### config.mk
export PLATFORM = sky130hd
export DESIGN_NAME = display_list_sequencer
export DESIGN_NICKNAME = d
export VERILOG_FILES = /design/src/dls_pkg.sv /design/src/glyph_addr_gen.sv /design/src/ellipse_regs.sv /design/src/display_list_sequencer.sv
export SDC_FILE = /design/constraint.sdc
export NUM_CORES = 1
export LEC_CHECK = 0
export BUFFER_PORTS_ARGS = -buffer_cell sky130_fd_sc_hd__buf_2
export CAP_MARGIN = 20
export CORE_MARGIN = 10
export CORE_UTILIZATION = 33
export DETAILED_ROUTE_END_ITERATION = 6
export GPL_TIMING_DRIVEN = 0
export PLACE_DENSITY = 0.5
export SLEW_MARGIN = 10
export SYNTH_ARGS = -nofsm -noshare
export SYNTH_HDL_FRONTEND = slang
export SYNTH_SLANG_ARGS = --single-unit
### constraint.sdc
create_clock -name clock -period 3.7 [get_ports clock]
set_input_delay 0.74 -clock clock [delete_from_list [all_inputs] [get_ports clock]]
set_output_delay 0.74 -clock clock [all_outputs]
set_load 0.005 [all_outputs]
### src/dls_pkg.sv
`default_nettype none
// ==========================================================================
// Shared constants for the display list sequencer.
// ==========================================================================
package dls_pkg;

	// ======================================================================
	// Register port offsets (word index on the plain register port).
	// ======================================================================
	localparam logic [3:0] REG_CTRL = 4'h0;
	localparam logic [3:0] REG_STATUS = 4'h1;
	localparam logic [3:0] REG_PROG_COUNTER = 4'h2;
	localparam logic [3:0] REG_BANK = 4'h3;
	localparam logic [3:0] REG_GENERAL0 = 4'h4;
	localparam logic [3:0] REG_GLYPH_BASE = 4'h5;
	localparam logic [3:0] REG_ELLIPSE_X = 4'h6;
	localparam logic [3:0] REG_ELLIPSE_Y = 4'h7;

	// Control register fields and reset values.
	localparam int CTRL_RUN_BIT = 0;
	localparam int CTRL_EXT_BIT = 1;
	localparam logic CTRL_RUN_RESET = 1'b0;
	localparam logic CTRL_EXT_RESET = 1'b0;

	// ======================================================================
	// Instruction encodings.
	// ======================================================================
	// Two-word flow and glyph base opcodes sit in bits 15..6.
	localparam logic [9:0] OP_ABS_BRANCH = 10'h008;
	localparam logic [9:0] OP_REL_BRANCH = 10'h009;
	localparam logic [9:0] OP_COND_BRANCH = 10'h00a;
	localparam logic [9:0] OP_COND_REL_BRANCH = 10'h00b;
	localparam logic [9:0] OP_LOAD_GLYPH_BASE = 10'h027;
	// The short relative branch sits in bits 15..9.
	localparam logic [6:0] OP_SHORT_REL = 7'h05;
	// Ellipse opcodes sit in bits 15..11, operand in bits 10..0.
	localparam logic [4:0] OP_LOAD_ELLIPSE_X = 5'h06;
	localparam logic [4:0] OP_DRAW_ELLIPSE_Y = 5'h07;
	// Single character: bits 15..10, bit 8 is the shift bit.
	localparam logic [5:0] OP_SINGLE_CHAR = 6'h27;
	localparam int TEXT_MARK_HI = 15;
	localparam int TEXT_MARK_LO = 7;
	localparam int CHAR_SHIFT_BIT = 8;

	// ======================================================================
	// Character codes and glyph walking.
	// ======================================================================
	localparam logic [6:0] CODE_NULL = 7'h00;
	localparam logic [6:0] CODE_TO_EXTENDED = 7'h0e;
	localparam logic [6:0] CODE_TO_STANDARD = 7'h0f;
	localparam logic [6:0] CODE_ENTER_DOWNLOAD = 7'h1b;
	localparam logic [6:0] CODE_FIRST_SHOWN = 7'h20;
	localparam int GLYPH_SHIFT = 4;
	localparam int GLYPH_LAST_ROW_BIT = 0;
	localparam logic [4:0] GLYPH_MAX_ROWS = 5'd16;

	// ======================================================================
	// Address arithmetic.
	// ======================================================================
	localparam logic [15:0] WORD_STEP = 16'h0002;
	localparam logic [15:0] EVEN_MASK = 16'hfffe;
	localparam logic [1:0] BANK_RESET = 2'h0;
	localparam logic [15:0] PC_RESET = 16'h0000;

	// ======================================================================
	// Types.
	// ======================================================================
	typedef enum logic [1:0] {SET_STANDARD, SET_EXTENDED, SET_DOWNLOAD} char_set_t;
	typedef enum logic [2:0] {ST_IDLE, ST_FETCH, ST_DECODE, ST_SECOND, ST_BRANCH, ST_INDIRECT, ST_TEXT,
		ST_GLYPH} seq_state_t;

endpackage
`default_nettype wire

### src/glyph_addr_gen.sv
`timescale 1ns/1ps
`default_nettype none
// ==========================================================================
// Glyph address forming and stepping.
// ==========================================================================
module glyph_addr_gen
	import dls_pkg::*;
(
	// Character and table base.
	input wire logic [6:0] code,
	input wire logic [17:0] base,
	// Walking address and its direction.
	input wire logic [17:0] cur_addr,
	input wire logic walk_down,
	// Results.
	output logic [17:0] start_addr,
	output logic [17:0] next_addr
);

	// Shifted code with its low bit copied into the vacated bits.
	logic [17:0] shifted_code;

	assign shifted_code = {7'h00, code, {GLYPH_SHIFT{code[0]}}};
	assign start_addr = shifted_code | base;

	assign next_addr = walk_down ? (cur_addr - 18'd1) : (cur_addr + 18'd1);

endmodule
`default_nettype wire

### src/ellipse_regs.sv
`timescale 1ns/1ps
`default_nettype none
// ==========================================================================
// Ellipse axis registers and draw strobe.
// ==========================================================================
module ellipse_regs
	import dls_pkg::*;
(
	// Clock and reset.
	input wire logic clock,
	input wire logic rst_b,
	// Instruction strobes from the decoder.
	input wire logic load_x,
	input wire logic draw_y,
	input wire logic other_instr,
	input wire logic [10:0] operand,
	// Register contents and draw request.
	output logic [10:0] ellipse_x_reg,
	output logic [10:0] ellipse_y_reg,
	output logic ellipse_draw
);

	// Set while the instruction just executed was a load of the X axis.
	logic x_loaded;

	// Tracks whether the draw directly follows an X load; any other
	// instruction in between turns the next draw into a circle.
	always_ff @(posedge clock)
	begin
		if (!rst_b)
			x_loaded <= 1'b0;
		else if (load_x)
			x_loaded <= 1'b1;
		else if (draw_y || other_instr)
			x_loaded <= 1'b0;
	end

	// Axis registers load from bits 10..0 of the instruction.
	always_ff @(posedge clock)
	begin
		if (!rst_b)
		begin
			ellipse_x_reg <= 11'h000;
			ellipse_y_reg <= 11'h000;
		end
		else if (load_x)
			ellipse_x_reg <= operand;
		else if (draw_y)
		begin
			ellipse_y_reg <= operand;
			if (!x_loaded)
				ellipse_x_reg <= operand;
		end
	end

	always_ff @(posedge clock)
	begin
		if (!rst_b)
			ellipse_draw <= 1'b0;
		else
			ellipse_draw <= draw_y;
	end

endmodule
`default_nettype wire

### src/display_list_sequencer.sv
`timescale 1ns/1ps
`default_nettype none
// ==========================================================================
// Summary of operation
// - Glyph address: code shifted, LSB-filled, ORed base.
// - Glyph walk steps up if even, down if odd.
// - Rows up to seven pixels, bit0 ends, sixteen rows.
// - Download set: 016 to extended, 017 to standard.
// - Code 033 in text enters download set.
// - Load X writes bits 0-10 to X register.
// - Draw Y writes Y register, then draws ellipse.
// - Draw without prior X load makes a circle.
// - Extended mode gives flow instructions 18-bit addresses.
// - Absolute branch code; first word bits give bank.
// - Bit 15 indirect normally, address bit when extended.
// - Indirect branches fetch target, repeated levels allowed.
// - Relative branch adds increment to advanced counter.
// - Extended relative carry or borrow steps the bank.
// - Short relative adds signed bits 0-8 to counter.
// - Zero short relative increment acts as no-op.
// - Conditional branches taken only if register 0 nonzero.
// ==========================================================================
module display_list_sequencer
	import dls_pkg::*;
(
	// Clock and reset.
	input wire logic clock,
	input wire logic rst_b,
	// Register port.
	input wire logic [3:0] reg_addr,
	input wire logic [15:0] reg_wdata,
	input wire logic reg_wr,
	input wire logic reg_rd,
	output logic [15:0] reg_rdata,
	// Display list memory.
	output logic mem_req,
	output logic [17:0] mem_addr,
	input wire logic mem_ack,
	input wire logic [15:0] mem_rdata,
	// Characters for the text generator.
	output logic char_valid,
	output logic [6:0] char_code,
	output char_set_t char_set_out,
	// Glyph rows from downloadable tables.
	output logic glyph_row_valid,
	output logic [7:0] glyph_row_data,
	output logic glyph_row_last,
	// Ellipse generator.
	output logic ellipse_draw,
	output logic [10:0] ellipse_x_reg,
	output logic [10:0] ellipse_y_reg,
	// Instructions for other units.
	output logic foreign_valid,
	output logic [15:0] foreign_word
);

	// ======================================================================
	// State.
	// ======================================================================
	seq_state_t state; // Sequencer state.
	logic run; // Software lets the sequencer fetch.
	logic extended_addr_mode; // Bank-extended 18-bit flow addressing.
	logic [15:0] general_reg0; // Condition register for conditional branches.
	logic [15:0] display_prog_counter; // Byte address of the next word.
	logic [1:0] bank_reg; // Address bits 17 and 16.
	logic [15:0] ir; // First word of the current instruction.
	logic [15:0] w2; // Second word or indirect target.
	logic [17:0] glyph_base; // Base of the downloadable glyph table.
	char_set_t char_set; // Character set in force for text.
	logic slot; // Second character of a two-character word.
	logic [17:0] glyph_addr; // Byte address of the glyph row.
	logic glyph_down; // Walk direction, fixed per glyph.
	logic [4:0] glyph_rows; // Rows already delivered for this glyph.

	// ======================================================================
	// Decode.
	// ======================================================================
	logic is_abs, is_rel, is_cond, is_cond_rel, is_glyph_base;
	logic is_short_rel, is_ell_x, is_ell_y, is_char, is_text;
	logic two_chars; // Word carries two characters.
	logic [6:0] cur_code; // Character under treatment.
	logic [7:0] row_byte; // Glyph byte picked from the memory word.
	logic [16:0] rel_sum; // Counter plus increment with carry.
	logic [15:0] short_inc; // Sign-extended short increment.
	logic taken; // Branch condition holds.
	logic [17:0] glyph_start;
	logic [17:0] glyph_next;

	assign is_abs = (ir[15:6] == OP_ABS_BRANCH);
	assign is_rel = (ir[15:6] == OP_REL_BRANCH);
	assign is_cond = (ir[15:6] == OP_COND_BRANCH);
	assign is_cond_rel = (ir[15:6] == OP_COND_REL_BRANCH);
	assign is_glyph_base = (ir[15:6] == OP_LOAD_GLYPH_BASE);
	assign is_short_rel = (ir[15:9] == OP_SHORT_REL);
	assign is_ell_x = (ir[15:11] == OP_LOAD_ELLIPSE_X);
	assign is_ell_y = (ir[15:11] == OP_DRAW_ELLIPSE_Y);
	assign is_char = (ir[15:10] == OP_SINGLE_CHAR) && ir[TEXT_MARK_LO];
	assign is_text = ir[TEXT_MARK_HI] && ir[TEXT_MARK_LO];
	assign two_chars = is_text && !is_char;
	assign cur_code = slot ? ir[14:8] : ir[6:0];
	assign row_byte = glyph_addr[0] ? mem_rdata[15:8] : mem_rdata[7:0];
	assign rel_sum = {1'b0, display_prog_counter} + {1'b0, w2};
	assign short_inc = {{7{ir[8]}}, ir[8:0]};
	assign taken = !(is_cond || is_cond_rel) || (general_reg0 != 16'h0000);

	// Glyph address forming and stepping.
	glyph_addr_gen u_glyph_addr (
		.code(cur_code),
		.base(glyph_base),
		.cur_addr(glyph_addr),
		.walk_down(glyph_down),
		.start_addr(glyph_start),
		.next_addr(glyph_next)
	);

	// Ellipse registers; every decoded word that is not an ellipse
	// instruction breaks the pairing of load and draw.
	ellipse_regs u_ellipse (
		.clock(clock),
		.rst_b(rst_b),
		.load_x((state == ST_DECODE) && is_ell_x),
		.draw_y((state == ST_DECODE) && is_ell_y),
		.other_instr((state == ST_DECODE) && !is_ell_x && !is_ell_y),
		.operand(ir[10:0]),
		.ellipse_x_reg(ellipse_x_reg),
		.ellipse_y_reg(ellipse_y_reg),
		.ellipse_draw(ellipse_draw)
	);

	// ======================================================================
	// Memory request.
	// ======================================================================
	// The request is a level held until the acknowledge; the address is
	// built from registers only, so it is stable while the request stands.
	assign mem_req = (state == ST_FETCH) || (state == ST_SECOND) || (state == ST_INDIRECT) ||
		(state == ST_GLYPH);

	always_comb
	begin
		if (state == ST_INDIRECT)
			mem_addr = {bank_reg, 1'b0, w2[14:1], 1'b0};
		else if (state == ST_GLYPH)
			mem_addr = {glyph_addr[17:1], 1'b0};
		else
			mem_addr = {bank_reg, display_prog_counter & EVEN_MASK};
	end

	// ======================================================================
	// Software registers.
	// ======================================================================
	// Control and condition register writes.
	always_ff @(posedge clock)
	begin
		if (!rst_b)
		begin
			run <= CTRL_RUN_RESET;
			extended_addr_mode <= CTRL_EXT_RESET;
			general_reg0 <= 16'h0000;
		end
		else if (reg_wr)
		begin
			if (reg_addr == REG_CTRL)
			begin
				run <= reg_wdata[CTRL_RUN_BIT];
				extended_addr_mode <= reg_wdata[CTRL_EXT_BIT];
			end
			else if (reg_addr == REG_GENERAL0)
				general_reg0 <= reg_wdata;
		end
	end

	// Read data stand in the cycle after the read strobe only.
	always_ff @(posedge clock)
	begin
		if (!rst_b)
			reg_rdata <= 16'h0000;
		else if (!reg_rd)
			reg_rdata <= 16'h0000;
		else if (reg_addr == REG_CTRL)
			reg_rdata <= {14'h0000, extended_addr_mode, run};
		else if (reg_addr == REG_STATUS)
			reg_rdata <= {13'h0000, char_set, (state != ST_IDLE)};
		else if (reg_addr == REG_PROG_COUNTER)
			reg_rdata <= display_prog_counter;
		else if (reg_addr == REG_BANK)
			reg_rdata <= {14'h0000, bank_reg};
		else if (reg_addr == REG_GENERAL0)
			reg_rdata <= general_reg0;
		else if (reg_addr == REG_GLYPH_BASE)
			reg_rdata <= glyph_base[15:0];
		else if (reg_addr == REG_ELLIPSE_X)
			reg_rdata <= {5'h00, ellipse_x_reg};
		else if (reg_addr == REG_ELLIPSE_Y)
			reg_rdata <= {5'h00, ellipse_y_reg};
		else
			reg_rdata <= 16'h0000;
	end

	// ======================================================================
	// Sequencer.
	// ======================================================================
	// One process owns the counter, bank and walking state, so software
	// loads of the counter and bank are taken only while idle.
	always_ff @(posedge clock)
	begin
		if (!rst_b)
		begin
			state <= ST_IDLE;
			display_prog_counter <= PC_RESET;
			bank_reg <= BANK_RESET;
			ir <= 16'h0000;
			w2 <= 16'h0000;
			glyph_base <= 18'h00000;
			char_set <= SET_STANDARD;
			slot <= 1'b0;
			glyph_addr <= 18'h00000;
			glyph_down <= 1'b0;
			glyph_rows <= 5'd0;
		end
		else
		begin
			case (state)
				ST_IDLE:
				begin
					// Software may place the counter and bank before running.
					if (reg_wr && (reg_addr == REG_PROG_COUNTER))
						display_prog_counter <= reg_wdata & EVEN_MASK;
					else if (reg_wr && (reg_addr == REG_BANK))
						bank_reg <= reg_wdata[1:0];
					else if (run)
						state <= ST_FETCH;
				end
				ST_FETCH:
				begin
					if (mem_ack)
					begin
						ir <= mem_rdata;
						display_prog_counter <= display_prog_counter + WORD_STEP;
						slot <= 1'b0;
						state <= ST_DECODE;
					end
				end
				ST_DECODE:
				begin
					if (is_abs || is_rel || is_cond || is_cond_rel || is_glyph_base)
						state <= ST_SECOND;
					else if (is_short_rel)
					begin
						display_prog_counter <= (display_prog_counter + short_inc) & EVEN_MASK;
						state <= ST_IDLE;
					end
					else if (is_text)
						state <= ST_TEXT;
					else
						state <= ST_IDLE;
				end
				ST_SECOND:
				begin
					if (mem_ack)
					begin
						w2 <= mem_rdata;
						display_prog_counter <= display_prog_counter + WORD_STEP;
						if (is_glyph_base)
						begin
							// The table stays in the bank current at load time.
							glyph_base <= {bank_reg, mem_rdata};
							state <= ST_IDLE;
						end
						else
							state <= ST_BRANCH;
					end
				end
				ST_BRANCH:
				begin
					if (!taken)
						state <= ST_IDLE;
					else if (is_rel || is_cond_rel)
					begin
						display_prog_counter <= rel_sum[15:0] & EVEN_MASK;
						if (extended_addr_mode && rel_sum[16] && !w2[15])
							bank_reg <= bank_reg + 2'd1;
						else if (extended_addr_mode && !rel_sum[16] && w2[15])
							bank_reg <= bank_reg - 2'd1;
						state <= ST_IDLE;
					end
					else if (extended_addr_mode)
					begin
						bank_reg <= ir[1:0];
						display_prog_counter <= w2 & EVEN_MASK;
						state <= ST_IDLE;
					end
					else if (w2[15])
						state <= ST_INDIRECT;
					else
					begin
						display_prog_counter <= {1'b0, w2[14:1], 1'b0};
						state <= ST_IDLE;
					end
				end
				ST_INDIRECT:
				begin
					if (mem_ack)
					begin
						w2 <= mem_rdata;
						state <= ST_BRANCH;
					end
				end
				ST_TEXT:
				begin
					if (char_set == SET_DOWNLOAD)
					begin
						if (cur_code == CODE_TO_EXTENDED)
							char_set <= SET_EXTENDED;
						else if (cur_code == CODE_TO_STANDARD)
							char_set <= SET_STANDARD;
						else if (cur_code >= CODE_FIRST_SHOWN)
						begin
							glyph_addr <= glyph_start;
							glyph_down <= glyph_start[0];
							glyph_rows <= 5'd0;
						end
					end
					else if (cur_code == CODE_ENTER_DOWNLOAD)
						char_set <= SET_DOWNLOAD;
					// Glyph walk, second character or done.
					if ((char_set == SET_DOWNLOAD) && (cur_code >= CODE_FIRST_SHOWN))
						state <= ST_GLYPH;
					else if (two_chars && !slot)
						slot <= 1'b1;
					else
						state <= ST_IDLE;
				end
				ST_GLYPH:
				begin
					if (mem_ack)
					begin
						glyph_rows <= glyph_rows + 5'd1;
						glyph_addr <= glyph_next;
						if (row_byte[GLYPH_LAST_ROW_BIT] || (glyph_rows == GLYPH_MAX_ROWS - 5'd1))
						begin
							if (two_chars && !slot)
							begin
								slot <= 1'b1;
								state <= ST_TEXT;
							end
							else
								state <= ST_IDLE;
						end
					end
				end
				default:
					state <= ST_IDLE;
			endcase
		end
	end

	// ======================================================================
	// Outputs to neighbouring units.
	// ======================================================================
	// Characters outside the download set go to the text generator; a
	// single character's shift bit picks its set for that character only.
	always_ff @(posedge clock)
	begin
		if (!rst_b)
		begin
			char_valid <= 1'b0;
			char_code <= 7'h00;
			char_set_out <= SET_STANDARD;
		end
		else
		begin
			char_valid <= (state == ST_TEXT) && (char_set != SET_DOWNLOAD) &&
				(cur_code != CODE_ENTER_DOWNLOAD);
			if (state == ST_TEXT)
			begin
				char_code <= cur_code;
				if (is_char)
					char_set_out <= ir[CHAR_SHIFT_BIT] ? SET_STANDARD : SET_EXTENDED;
				else
					char_set_out <= char_set;
			end
		end
	end

	// Glyph rows leave one per memory answer; there is no buffer, so the
	// vector side must take a row in the cycle it appears.
	always_ff @(posedge clock)
	begin
		if (!rst_b)
		begin
			glyph_row_valid <= 1'b0;
			glyph_row_data <= 8'h00;
			glyph_row_last <= 1'b0;
		end
		else
		begin
			glyph_row_valid <= (state == ST_GLYPH) && mem_ack;
			if ((state == ST_GLYPH) && mem_ack)
			begin
				glyph_row_data <= row_byte;
				glyph_row_last <= row_byte[GLYPH_LAST_ROW_BIT] || (glyph_rows == GLYPH_MAX_ROWS - 5'd1);
			end
		end
	end

	// Words this block does not execute are handed on for other units.
	always_ff @(posedge clock)
	begin
		if (!rst_b)
		begin
			foreign_valid <= 1'b0;
			foreign_word <= 16'h0000;
		end
		else
		begin
			foreign_valid <= (state == ST_DECODE) && !(is_abs || is_rel || is_cond || is_cond_rel ||
				is_glyph_base || is_short_rel || is_ell_x || is_ell_y || is_text);
			if (state == ST_DECODE)
				foreign_word <= ir;
		end
	end

endmodule
`default_nettype wire

==> tab_implementation.tex <==
\begin{tabular}{lr}
\hline
Metric & Value \\
\hline
\multicolumn{2}{l}{\textbf{CTS}} \\
Sink count of the clock tree & 191 \\
Total clock buffers created by CTS & 17 \\
Register clock-pin slew on the reported worst setup and hold paths & 80 ps \\
Library cell used as clock root buffer & sky130\_fd\_sc\_hd\_\_clkbuf\_16 \\
H-tree Lvls & 4 \\
Clock insertion delay at the later pin of the skew report & roughly 450 ps \\
Clock tree buffer depth & 2 \\
CTS tree & done \\
\multicolumn{2}{l}{\textbf{Die}} \\
Initial core utilization & roughly a third \\
Core box area & 0.0335 mm2 \\
Width of the die & between 200 and 250 um \\
Height of the chip & around 200 um \\
Number of placement rows & 67 \\
Die Footprint & 0.0418 mm2 \\
Number of I/O pins & approximately 140 \\
\multicolumn{2}{l}{\textbf{Global route}} \\
All-layer global routing usage & between 20\% and 30\% \\
Largest net degree at the start of global routing & 21 \\
First-pass GRT wire length & 72400 um \\
Number of global-route vias before repair & about 11000 \\
Overall overflow remaining after global route & 0 \\
Antenna violations before repair & 1 \\
\multicolumn{2}{l}{\textbf{Logic synthesis}} \\
Post-synth top area share & between 30\% and 40\% \\
Sequential element share of the synthesized area & 34.1\% \\
Unique cell type count in the Yosys netlist & 84 \\
Average size of a mapped cell & 7.89 um2 \\
Number of flops mapped to enable cells by yosys & 0 \\
Cell with the most instances after synthesis & sky130\_fd\_sc\_hd\_\_nand2\_1 \\
Biggest area contributors in the synthesized netlist & sky130\_fd\_sc\_hd\_\_dfxtp\_1 (34\%), sky130\_fd\_sc\_hd\_\_nand2\_1 (7.2\%), sky130\_fd\_sc\_hd\_\_a21oi\_1 (7.0\%) \\
FFs w/ async S/R, synth & 0\% \\
Number of synthesized register bits & 191 \\
Mapped Area & 0.0112 mm2 \\
Net count after synthesis & 1515 \\
Leading area contributor after synthesis & sky130\_fd\_sc\_hd\_\_dfxtp\_1 \\
Count of mapped cells out of synthesis & 1423 \\
Total of warnings raised by yosys & 0 \\
Ys flop type & sky130\_fd\_sc\_hd\_\_dfxtp\_1 \\
Most used standard cells in the synthesized netlist & sky130\_fd\_sc\_hd\_\_nand2\_1 (214), sky130\_fd\_sc\_hd\_\_dfxtp\_1 (191), sky130\_fd\_sc\_hd\_\_nor2\_1 (161), sky130\_fd\_sc\_hd\_\_a21oi\_1 (156), sky130\_fd\_sc\_hd\_\_mux2i\_1 (74) \\
\multicolumn{2}{l}{\textbf{Run status}} \\
Run status & finished, final reports clean \\
\multicolumn{2}{l}{\textbf{STA}} \\
Setup repair after global routing missed its margin & false \\
Max-slew violation count & 0 \\
Max-slew headroom & 34.6\% \\
Slew at the pin with the worst max-slew slack & 973 ps \\
Setup Viol. Count Final & 0 \\
Ratio of final minimum period to clock period & 93.7\% \\
Clock tree skew after final layout & 13.0 ps \\
Final worst setup slack & $\sim$230 ps \\
Clock period minus worst slack & $\sim$3500 ps \\
Fin. Hold Viols & 0 \\
Total Neg Setup Slack & 0 ps \\
Max Clock Freq & 0.289 GHz \\
\multicolumn{2}{l}{\textbf{Pwr}} \\
Power Density & 454 mW/mm2 \\
Worst vdd rail ir drop & 0.356 mV \\
Leakage power total & approximately 5.3 nW \\
\multicolumn{2}{l}{\textbf{Routing}} \\
Final antenna-violating net count & 0 \\
Post-detailed-route via-to-cell ratio & 5.64 \\
DR vias & 11472 \\
Violation count after the first detailed-route iteration & approximately 1200 \\
Detailed-router iteration count before antenna repair & 5 \\
Routed length per placed instance & 24.5 um \\
Routed wire length & 49900 um \\
Post-detailed-route DRC marker count & 0 \\
\multicolumn{2}{l}{\textbf{Cells and area}} \\
Filler Cells Inserted & 3565 \\
Utilization of the core after routing & 38.8\% \\
Proportion of layout cells with a drive suffix above 1 & 14.5\% \\
Layout Nets & $\sim$1700 \\
Diodes inserted & 0 \\
Storage cell area & 0.00382 mm2 \\
Growth of design area from synthesis to finish & 15.9\% \\
Area of combinational cells with multiple inputs & 0.00692 mm2 \\
Largest registers & glyph\_addr x18, glyph\_base x18 \\
\multicolumn{2}{l}{\textbf{Placement}} \\
Post-detailed-placement half-perimeter wirelength & 39300 um \\
Worst Setup Slack post-DPL & 243 ps \\
Placer congestion estimate & 0.936 \\
Number of buffer cells added on primary ports & $\sim$130 \\
\multicolumn{2}{l}{\textbf{Min path}} \\
Hold/Removal Path Class & register to register \\
\multicolumn{2}{l}{\textbf{Setup path}} \\
Setup CP Type & register to primary output \\
CP startpoint kind & register \\
Nature of the critical path endpoint & primary output \\
Crit Path Max Fanout & 10 \\
Worst Path Required & around 3000 ps \\
CP arrival & roughly 2700 ps \\
\multicolumn{2}{l}{\textbf{Job}} \\
Count of max-cap constraint violations & 0 \\
\hline
\end{tabular}
metrics by stage:
step / cells / hold WS [ps] / total power [W] / area (um2)
2_1_floorplan: 1423 / 432 / 0.00338 / 11200
3_3_place_gp: 2003 / 441 / 0.00405 / 12400
3_5_place_dp: 2003 / 444 / 0.00406 / 12400
4_1_cts: 2035 / 455 / 0.00587 / 13000
5_1_grt: 2035 / 475 / 0.00615 / 13000
6_report: 2035 / 455 / 0.00590 / 13000
timing repair:
action / CTS / global route
setup buffers: 0 / 0
setup endpoints to repair: 0 / 2
hold buffers: 0 / 0
gates resized for setup: 0 / 2
worst max-delay path: stages (launching register included):
cell,delay (ps)
sky130_fd_sc_hd__dfxtp_1,410
sky130_fd_sc_hd__clkbuf_1,430
sky130_fd_sc_hd__buf_2,370
sky130_fd_sc_hd__buf_2,390
sky130_fd_sc_hd__mux2i_1,160
sky130_fd_sc_hd__a21oi_1,330
sky130_fd_sc_hd__buf_2,180
final timing paths:
kind | startpoint | end | slack (ps) | cells past startpoint
setup / recovery | state[1]$_SDFFE_PN0P_ | mem_addr[8] | 230 | 6
hold / removal | foreign_word[15]$_SDFFE_PN0P_ | foreign_word[15]$_SDFFE_PN0P_ | 460 | 2
setup reg to reg | display_prog_counter[1]$_SDFFE_PN0P_ | display_prog_counter[15]$_SDFFE_PN0P_ | 300 | 11
hold reg to reg | foreign_word[15]$_SDFFE_PN0P_ | foreign_word[15]$_SDFFE_PN0P_ | 460 | 2
layout by cell type (no fill, tap or decap), types with 9 or more instances in the layout:
cell,count
sky130_fd_sc_hd__nor4_1,9
sky130_fd_sc_hd__nor3_1,29
sky130_fd_sc_hd__dfxtp_1,190
sky130_fd_sc_hd__xnor2_1,23
sky130_fd_sc_hd__ha_1,48
sky130_fd_sc_hd__clkbuf_1,68
sky130_fd_sc_hd__xor2_1,20
sky130_fd_sc_hd__a31oi_1,11
sky130_fd_sc_hd__nor2b_1,15
sky130_fd_sc_hd__o21ai_0,63
sky130_fd_sc_hd__nor2_1,161
sky130_fd_sc_hd__buf_2,149
sky130_fd_sc_hd__a211oi_1,26
sky130_fd_sc_hd__mux2i_1,74
sky130_fd_sc_hd__nand2b_1,11
sky130_fd_sc_hd__a21oi_1,156
sky130_fd_sc_hd__and3_1,12
sky130_fd_sc_hd__clkbuf_16,17
sky130_fd_sc_hd__nand2_1,214
sky130_fd_sc_hd__nand3_1,42
sky130_fd_sc_hd__o211ai_1,9
sky130_fd_sc_hd__mux2_2,19
sky130_fd_sc_hd__inv_1,21
sky130_fd_sc_hd__a22o_1,11
sky130_fd_sc_hd__a21o_1,15
sky130_fd_sc_hd__a222oi_1,11
final cells by class:
type / count / area share [%]
inverter: 23 / 0.664
sequential: 191 / 29.4
clock buffer: 18 / 3.38
clock inverter: 14 / 0.962
multi-input combinational: 1115 / 53.2
timing repair buffer: 132 / 5.08
buffer: 94 / 3.01
tap: 448 / 4.31
metal layers:
layer | up-vias | track usage (%) | wire, um
met3 | 43 | 4.58 | 4440
li1 | 5425 | - | -
met1 | 5526 | 33.7 | 23000
met4 | 0 | 5.63 | 925
met5 | - | 0 | 0
met2 | 478 | 34.5 | 21500
power breakdown:
group,switching (W),internal [W],total [W]
sequential,0.000221,0.00215,0.00237
clock,0.000937,0.000907,0.00184
combinational,0.00113,0.000566,0.00169
logic make-up (layout without fill, tap and decap cells):
kind of cell	after synthesis	count (layout)	share of synthesized area [%]
flip-flops	191	191	34.1
AO/OA/AOI/OAI	385	385	21.8
other	1	1	0.0334
buffers and inverters	117	281	4.25
adder cells (fa/ha/maj)	51	51	5.89
XOR/XNOR	43	43	3.36
AND/OR/NAND/NOR	540	540	21.7
multiplexers	95	95	8.91
Power figures use the tool's default switching activity.
